`config.mk`:
```
export PLATFORM = sky130hd
export DESIGN_NAME = scad_decode
export DESIGN_NICKNAME = d
export VERILOG_FILES = /design/src/common/scad_pkg.sv /design/src/design/scad_decode.sv /design/src/design/scad_cond_eval.sv
export SDC_FILE = /design/constraint.sdc
export NUM_CORES = 1
export LEC_CHECK = 0
export BUFFER_PORTS_ARGS = -buffer_cell sky130_fd_sc_hd__buf_2
export CAP_MARGIN = 20
export CORE_ASPECT_RATIO = 0.9
export CORE_MARGIN = 3
export CORE_UTILIZATION = 40
export DETAILED_ROUTE_END_ITERATION = 10
export GPL_TIMING_DRIVEN = 0
export PLACE_DENSITY = 0.81
export REMOVE_ABC_BUFFERS = 1
export SLEW_MARGIN = 20
export SYNTH_ARGS = -nofsm -noshare
export SYNTH_HDL_FRONTEND = slang
export SYNTH_HIERARCHICAL = 1
export SYNTH_SLANG_ARGS = --single-unit
```
`constraint.sdc`:
```
create_clock -name core_clk -period 2.3 [get_ports core_clk]
set_clock_uncertainty 0.1 [all_clocks]
set_input_delay 0.46 -clock core_clk [delete_from_list [all_inputs] [get_ports core_clk]]
set_output_delay 0.46 -clock core_clk [all_outputs]
set_load 0.005 [all_outputs]
```
`src/common/scad_pkg.sv`:
```
package scad_pkg;
  // instruction field positions
  localparam int SCAD_COND_HI = 31;
  localparam int SCAD_COND_LO = 28;
  localparam int SCAD_CLASS_HI = 27;
  localparam int SCAD_CLASS_LO = 24;
  localparam int SCAD_OP1_HI = 23;
  localparam int SCAD_OP1_LO = 21;
  localparam int SCAD_DIR_BIT = 20;
  localparam int SCAD_PRI_HI = 19;
  localparam int SCAD_PRI_LO = 16;
  localparam int SCAD_GPR_HI = 15;
  localparam int SCAD_GPR_LO = 12;
  localparam int SCAD_CPNUM_HI = 11;
  localparam int SCAD_CPNUM_LO = 8;
  localparam int SCAD_OP2_HI = 7;
  localparam int SCAD_OP2_LO = 5;
  localparam int SCAD_XFER_BIT = 4;
  localparam int SCAD_SEC_HI = 3;
  localparam int SCAD_SEC_LO = 0;
  // field values
  localparam logic [3:0] SCAD_CLASS_XFER = 4'he;
  localparam logic [3:0] SCAD_CLASS_LDST_A = 4'hc;
  localparam logic [3:0] SCAD_CLASS_LDST_B = 4'hd;
  localparam logic [3:0] SCAD_SYS_CPNUM = 4'hf;
  localparam logic [3:0] SCAD_PC_INDEX = 4'hf;
  localparam logic [31:0] SCAD_DATA_RESET = 32'h0000_0000;
  // flag positions in the nzcv input
  localparam int SCAD_FLAG_N = 3;
  localparam int SCAD_FLAG_Z = 2;
  localparam int SCAD_FLAG_C = 1;
  localparam int SCAD_FLAG_V = 0;
endpackage

```
`src/design/scad_decode.sv`:
```
`timescale 1ns/1ps
`default_nettype none
//Contract
// - transfers complete only while the core is privileged.
// - direction clear writes the general register to the coproc register.
// - direction set returns the coproc register to the general register.
// - system coproc data-op, load and store words raise undefined.
// - a transfer needs bits 27:24 = 1110, 11:8 all ones and bit 4 one.
// - bits 3:0 give the secondary coprocessor register.
// - bits 7:5 give the secondary operation code.
// - bits 15:12 pick the general register; the pc is unpredictable.
// - bits 19:16 give the primary coprocessor register number.
// - bits 23:21 give the primary operation code.
module scad_decode
  import scad_pkg::*;
(
  input wire logic core_clk,
  input wire logic resetn,
  input wire logic instr_valid,
  input wire logic [31:0] instr,
  input wire logic privileged,
  input wire logic [3:0] nzcv,
  input wire logic [31:0] gpr_rdata,
  input wire logic [31:0] cp_rdata,
  output logic [3:0] gpr_raddr,
  output logic cp_we,
  output logic cp_re,
  output logic [3:0] cp_primary,
  output logic [3:0] cp_secondary,
  output logic [2:0] cp_op1,
  output logic [2:0] cp_op2,
  output logic [31:0] cp_wdata,
  output logic gpr_we,
  output logic [3:0] gpr_waddr,
  output logic [31:0] gpr_wdata,
  output logic undef_exc,
  output logic pc_selected,
  output logic done
);
  typedef struct packed {
    logic cp_we;
    logic cp_re;
    logic [3:0] pri;
    logic [3:0] sec;
    logic [2:0] op1;
    logic [2:0] op2;
    logic [31:0] cp_wdata;
    logic gpr_we;
    logic [3:0] gpr_waddr;
    logic [31:0] gpr_wdata;
    logic undef;
    logic pc_sel;
    logic done;
  } scad_state_type;

  scad_state_type s_q, s_d;
  logic cond_pass;
  logic is_xfer, is_sys, is_other;
  logic [3:0] class_f;

  scad_cond_eval u_cond (
    .cond(instr[SCAD_COND_HI:SCAD_COND_LO]),
    .nzcv(nzcv),
    .pass(cond_pass)
  );

  assign class_f = instr[SCAD_CLASS_HI:SCAD_CLASS_LO];
  assign is_sys = instr[SCAD_CPNUM_HI:SCAD_CPNUM_LO] == SCAD_SYS_CPNUM;
  assign is_xfer = class_f == SCAD_CLASS_XFER && is_sys
    && instr[SCAD_XFER_BIT];
  // data-op (class e, bit4 low) and load/store (class c/d)
  assign is_other = is_sys && ((class_f == SCAD_CLASS_XFER
    && !instr[SCAD_XFER_BIT]) || class_f == SCAD_CLASS_LDST_A
    || class_f == SCAD_CLASS_LDST_B);
  assign gpr_raddr = instr[SCAD_GPR_HI:SCAD_GPR_LO];

  always_comb begin
    s_d = s_q;
    s_d.cp_we = 1'b0;
    s_d.cp_re = 1'b0;
    s_d.gpr_we = 1'b0;
    s_d.undef = 1'b0;
    s_d.done = 1'b0;
    s_d.pc_sel = 1'b0;
    if (instr_valid && cond_pass) begin
      if (is_xfer) begin
        s_d.pri = instr[SCAD_PRI_HI:SCAD_PRI_LO];
        s_d.sec = instr[SCAD_SEC_HI:SCAD_SEC_LO];
        s_d.op1 = instr[SCAD_OP1_HI:SCAD_OP1_LO];
        s_d.op2 = instr[SCAD_OP2_HI:SCAD_OP2_LO];
        s_d.gpr_waddr = instr[SCAD_GPR_HI:SCAD_GPR_LO];
        s_d.pc_sel = instr[SCAD_GPR_HI:SCAD_GPR_LO] == SCAD_PC_INDEX;
        if (!privileged) begin
          s_d.undef = 1'b1;
        end else if (!instr[SCAD_DIR_BIT]) begin
          s_d.cp_we = 1'b1;
          s_d.cp_wdata = gpr_rdata;
          s_d.done = 1'b1;
        end else begin
          s_d.cp_re = 1'b1;
          s_d.done = 1'b1;
        end
      end else if (is_other) begin
        s_d.undef = 1'b1;
      end
    end
    // read data returns the cycle after the read strobe
    if (s_q.cp_re) begin
      s_d.gpr_we = 1'b1;
      s_d.gpr_wdata = cp_rdata;
    end
  end

  always_ff @(posedge core_clk) begin
    if (!resetn) begin
      s_q <= '0;
      s_q.cp_wdata <= SCAD_DATA_RESET;
      s_q.gpr_wdata <= SCAD_DATA_RESET;
    end else begin
      s_q <= s_d;
    end
  end

  assign cp_we = s_q.cp_we;
  assign cp_re = s_q.cp_re;
  assign cp_primary = s_q.pri;
  assign cp_secondary = s_q.sec;
  assign cp_op1 = s_q.op1;
  assign cp_op2 = s_q.op2;
  assign cp_wdata = s_q.cp_wdata;
  assign gpr_we = s_q.gpr_we;
  assign gpr_waddr = s_q.gpr_waddr;
  assign gpr_wdata = s_q.gpr_wdata;
  assign undef_exc = s_q.undef;
  assign pc_selected = s_q.pc_sel;
  assign done = s_q.done;
endmodule
`default_nettype wire

```
`src/design/scad_cond_eval.sv`:
```
`timescale 1ns/1ps
`default_nettype none
module scad_cond_eval
  import scad_pkg::*;
(
  input wire logic [3:0] cond,
  input wire logic [3:0] nzcv,
  output logic pass
);
  logic n, z, c, v;
  assign n = nzcv[SCAD_FLAG_N];
  assign z = nzcv[SCAD_FLAG_Z];
  assign c = nzcv[SCAD_FLAG_C];
  assign v = nzcv[SCAD_FLAG_V];
  always_comb begin
    unique case (cond)
      4'h0: pass = z;
      4'h1: pass = !z;
      4'h2: pass = c;
      4'h3: pass = !c;
      4'h4: pass = n;
      4'h5: pass = !n;
      4'h6: pass = v;
      4'h7: pass = !v;
      4'h8: pass = c && !z;
      4'h9: pass = !c || z;
      4'ha: pass = n == v;
      4'hb: pass = n != v;
      4'hc: pass = !z && (n == v);
      4'hd: pass = z || (n != v);
      4'he: pass = 1'b1;
      4'hf: pass = 1'b1;
    endcase
  end
endmodule
`default_nettype wire

```
# Yosys cells after proc, flatten, opt, wreduce, memory -nomap -nowiden
# Cells that the tools add are included.
word_totals:
  regBits: 88
  input_bits: 104
  output_inout_bits: 92
op_classes:
  eq_ne: 22
  muxes: 8
  bitwise_logic: 1
  n_reduce_logical: 23
ops:
  columns: ["cell", "count"]
  rows:
  - ["$eq 4x4->1 const B", 13]
  - ["$eq 4x3->1 const B", 4]
  - ["$pmux 1 s15", 1]
  - ["$eq 4x2->1 const B", 2]
  - ["$reduce_and 4->1", 2]
  - ["$logic_and 1x1->1", 7]
  - ["$mux 1", 7]
  - ["$logic_not 1->1", 5]
  - ["$eq 4x1->1 const B", 1]
  - ["$logic_not 4->1", 1]
  - ["$logic_or 1x1->1", 4]
  - ["$reduce_and 2->1", 2]
  - ["$reduce_and 3->1", 1]
  - ["$reduce_or 2->1", 1]
  - ["$eq 1x1->1", 1]
  - ["$ne 1x1->1", 1]
  - ["$not 1->1", 1]

# Logic depth before layout (Yosys ltp)
logic_depth:
  word_depth: 7
  ltp_mapped: 11
  depth_no_buf: 8

# Hierarchy
# The synthesis kept the hierarchy.
modules_own_cells:
  columns: ["mod", "n_inst", "cells_each", "area_each_um2", "seq_area_each_um2"]
  rows:
  - ["scad_decode", 1, 348, 3380.7, 1761.7]
  - ["scad_cond_eval", 1, 29, 201.4, 0.0]

# Least setup slack after synthesis
# No wires, ideal clock.
synth_timing:
  path_kind: "input port to flip-flop"
  startpoint: "input port instr[28]"
  endpoint: "register cp_wdata[0] (netlist name)"
  t_arrival_ns: 2.256
  setup_slack_ns: -0.128
  stages: 10
  path_buffers: 2
  cell_sequence: "buf_6 -> xor2_1 -> or4_1 -> nand2_1 -> a22oi_1 -> o21ai_1 -> nand4_1 -> nor4_4 -> buf_6 -> mux2i_1"
synth_between:
  elab_chain_cells: 5
  elab_cells_between_ends: 20
  cone_classes: "eq/ne: 15; mux: 1; reduce/logical: 4"
synth_lines:
  columns: ["element", "line_no", "text"]
  rows:
  - ["start: declaration", "scad_decode.sv:20", "input wire logic [31:0] instr,"]
  - ["$eq 4x4->1", "scad_cond_eval.sv:16", "unique case (cond)"]
  - ["$reduce_or 2->1 (no source line)", null, null]
  - ["$pmux 1 s15 *", "scad_cond_eval.sv:16", null]
  - ["named net cond_pass", "scad_decode.sv:57", "logic cond_pass;"]
  - ["$logic_and 1x1->1 *", "scad_decode.sv:85", "if (instr_valid && cond_pass) begin"]
  - ["$reduce_and 4->1 (no source line) *", null, null]
# The timed path passes the listed nets; every way through them passes the cells marked *.
# A chain may end at the register's enable or synchronous reset.

# Final worst setup path
layout_timing:
  startpoint: "input port instr[28]"
  endpoint: "register cp_wdata[17] (netlist name)"
layout_between:
  elab_chain_cells: 5
  elab_cells_between_ends: 20
  cone_classes: "eq/ne: 15; mux: 1; reduce/logical: 4"
layout_lines:
  columns: ["element", "line_no"]
  rows:
  - ["$eq 4x4->1", "scad_cond_eval.sv:16"]
  - ["$reduce_or 2->1 (no source line)", null]
  - ["$pmux 1 s15 *", "scad_cond_eval.sv:16"]
  - ["named net cond_pass", "scad_decode.sv:57"]
  - ["$logic_and 1x1->1 *", "scad_decode.sv:85"]
  - ["$reduce_and 4->1 (no source line) *", null]
# Marks and branches as above.

==> impl_metrics.toml <==
[run_status]
status = "finished, violations left"
violations = "negative setup slack"

[yosys]
synth.avg_cell_area_um2 = 9.50
synth-compound-area-share_pct = 2.41
seq_area_frac_synth_pct = 49.2
synth_xor_area_share_pct = 0.978
syn_inst = 377
synthAdderAreaFrac_pct = 0
synth_area_leaders = "dfxtp_1 49%, mux2i_1 23%, nand2_1 11%, nor2_1 3.7%, buf_6 1.6%"
synth_top_family_by_area = "multiplexers"
synthSimpleGateAreaFrac_pct = 19.4
syn_area_um2 = 3580
ys_ff_latch = 88
yosysTopAreaCell = "dfxtp_1"
yosysWarnings = 6
synthMuxAreaShare_pct = 22.9
synth_top_area_share_pct = 49.2
ys_types = 37

[grt]
grt_max_degree = 67
grt_usage_pct = 16.4
grt_overflow = 0
grt_pass1_wl_um = 13500
antenna_found_initial = 0
grt_pass1_vias = 3037

[final_layout]
area_growth_pct = 43.4
utilization_pct = 59.4
drive_gt1_share_pct = 42.9
fin_cells = 704
fin_area_um2 = 5140
nets = 684
antenna_cells = 0

[drt]
wire_per_inst_um = 12.9
vias = 3250
drtAntennaViolNets = 0
routed_wl_um = 9100
vias_per_cell = 4.62
drt_iter0_markers = 109
wl_met3_um = 838
drc = 0
met1Wirelength_um = 3650
wl_met2_um = 4460
first_pass_iters = 4
routed.top_layer = "met4"

[critical_path]
cp.arrival_ps = 2500
cp-end-kind = "register"
worstPathRequired_ps = 2480
crit_chain = "buf_12 > xor2_2 > or4_1 > nand2_1 > a22oi_1 > o21ai_1 > nand4_1 > nor4_4 > buf_6 > clkbuf_16 > buf_6 > mux2i_1"
crit_type = "in2reg"
startpoint_type = "input pin"
slowest_delay_ps = 390
critPathSlowestCell = "or4_1"
critical_path.most_common_cell = "buf_6"
critical_path_peak_fanout = 6

[floorplanning]
num_io_pins = 196
rows = 32
die_height_um = 95.8
dieWidth_um = 106
dieArea_um2 = 10100
core-area_um2 = 8650
start_util_pct = 41.4

[power]
p_leak_nw = 2.39
powerDensity_nw_per_um2 = 551
peakVddDrop_v = 0.000436
power_mw = 2.83

[timing]
slew_headroom_pct = 65.2
final_hold_viol_count = 0
period_share_pct = 101
post-route-min-period_ps = 2320
whs_ps = 207
worst_pin_slew_ps = 521
fmax_ghz = 0.431
fin_tns_setup_ps = -115
drv_slew = 0
finalWorstSetupSlack_ps = -20.4
rsz0062_at_grt = "true"
setup_viol_count_final = 11

[place]
place_congestion = 0.695
dp_slack_ps = -776
dp_hpwl_um = 6610
numPortBuffers = 195
dp.cells = 670
placed_area_um2 = 4650

[clock_network]
postCtsHoldBufs = 0
cts-root-buf = "clkbuf_8"
cts_tree = "done"
path_clk_slew_ps = 90
cts.sinks = 88
htreeDepth = 3
clock_path_buffers = 2
cts_buffers = 9
clkLatencyLatePin_ps = 340

[job]
drv_cap = 0

[min_path]
holdCritPathClass = "in2reg"
critical path: cells and delay by family:
kind | cells | cell delay [ps]
XOR/XNOR | 1 | 160
AO/OA/AOI/OAI | 2 | 140
buffers and inverters | 4 | 520
AND/OR/NAND/NOR | 4 | 1010
multiplexers | 1 | 190
path summary, 6_finish.rpt:
kind	endpoint	cells past startpoint	start	slack, ps
worst min register to register	cp_wdata[5]$_SDFFE_PN0P_	2	cp_wdata[5]$_SDFFE_PN0P_	360
worst min-delay path	cp_we$_SDFF_PN0_	2	instr[20]	210
worst max register to register	gpr_wdata[20]$_SDFFE_PN0P_	3	cp_re$_SDFF_PN0_	1000
worst max-delay path	cp_wdata[17]$_SDFFE_PN0P_	12	instr[28]	-20
final cells by class:
cell class                      count  area [um^2]
Clock buffer                       10          138
Clock inverter                      6         65.1
Fill cell                         727         3510
Inverter                            4         15.0
Multi-Input combinational cell    256         1670
Sequential cell                    88         1760
Tap cell                          119          149
Timing Repair Buffer              221         1340
report_power, final:
group          switching (mW)  total, mW  leakage (nW)  internal (mW)
Sequential           0.000109       1.52         0.709           1.52
Combinational           0.108      0.218          1.58          0.110
Clock                   0.551       1.09         0.103          0.536
layout by cell type, fill, tap and decap left out, drive strengths merged, types with 2 or more instances in the layout:
| master | synthesis | routed |
|---|---|---|
| mux2i | 82 | 82 |
| o21ai | 2 | 2 |
| a21oi | 3 | 3 |
| nand2 | 102 | 102 |
| inv | 4 | 6 |
| nand2b | 2 | 2 |
| nand4 | 3 | 3 |
| dfxtp | 88 | 88 |
| buf | 14 | 218 |
| clkbuf | 15 | 13 |
| xnor2 | 3 | 3 |
| nor3 | 3 | 3 |
| a22oi | 2 | 2 |
| clkinv | 0 | 2 |
| nor2b | 2 | 2 |
| nor2 | 35 | 35 |
| and3b | 2 | 2 |
| nor4 | 2 | 2 |
timing repair:
item	CTS	global route
resized for setup	3	22
setup endpoints to repair	31	34
cloned	0	3
setup buffers	4	13
pin swaps	3	4
state kept, by name, summed over array words and instances (netlist names):
register	cells
cp_op1	3
cp_op2	3
cp_primary	4
cp_re	1
cp_secondary	4
cp_wdata	32
cp_we	1
done	1
gpr_waddr	4
gpr_wdata	32
gpr_we	1
pc_selected	1
undef_exc	1
routing by layer:
| layer | vias to the layer above | GRT usage, % |
|---|---|---|
| met2 | 143 | 29.2 |
| met1 | 1454 | 18.1 |
| met4 | 0 | 6.58 |
| li1 | 1640 | - |
| met3 | 13 | 5.84 |
| met5 | - | 0 |
cells by family after synthesis:
| logic type | Yosys count |
|---|---|
| and+or+nand+nor | 158 |
| muxes | 82 |
| DFF | 88 |
| AOI/OAI and AO/OA | 12 |
| buffers and inverters | 33 |
| xor gates and xnor gates | 4 |
synth_stat cells:
cell type and n:
nor2b_1 2, nand4_1 2, and2_1 1, buf_2 4
a311oi_1 1, buf_4 5, and3b_1 2, o21ai_1 1
nor4_4 1, a21oi_1 3, o21ai_0 1, nand2_1 102
xnor2_1 3, inv_2 2, o22ai_1 1, clkbuf_1 15
xor2_1 1, nor2_1 35, dfxtp_1 88, nor3_1 3
a21o_1 1, and3_1 1, inv_1 2, nand4_4 1
or3_1 1, a22oi_2 1, mux2i_1 82, nor4_1 1
or2_2 1, a221o_2 1, a211oi_1 1, nand2b_1 2
or4_1 1, nand3b_4 1, a22oi_1 1, buf_6 5
and2b_1 1
(Power assumes the default switching activity.)
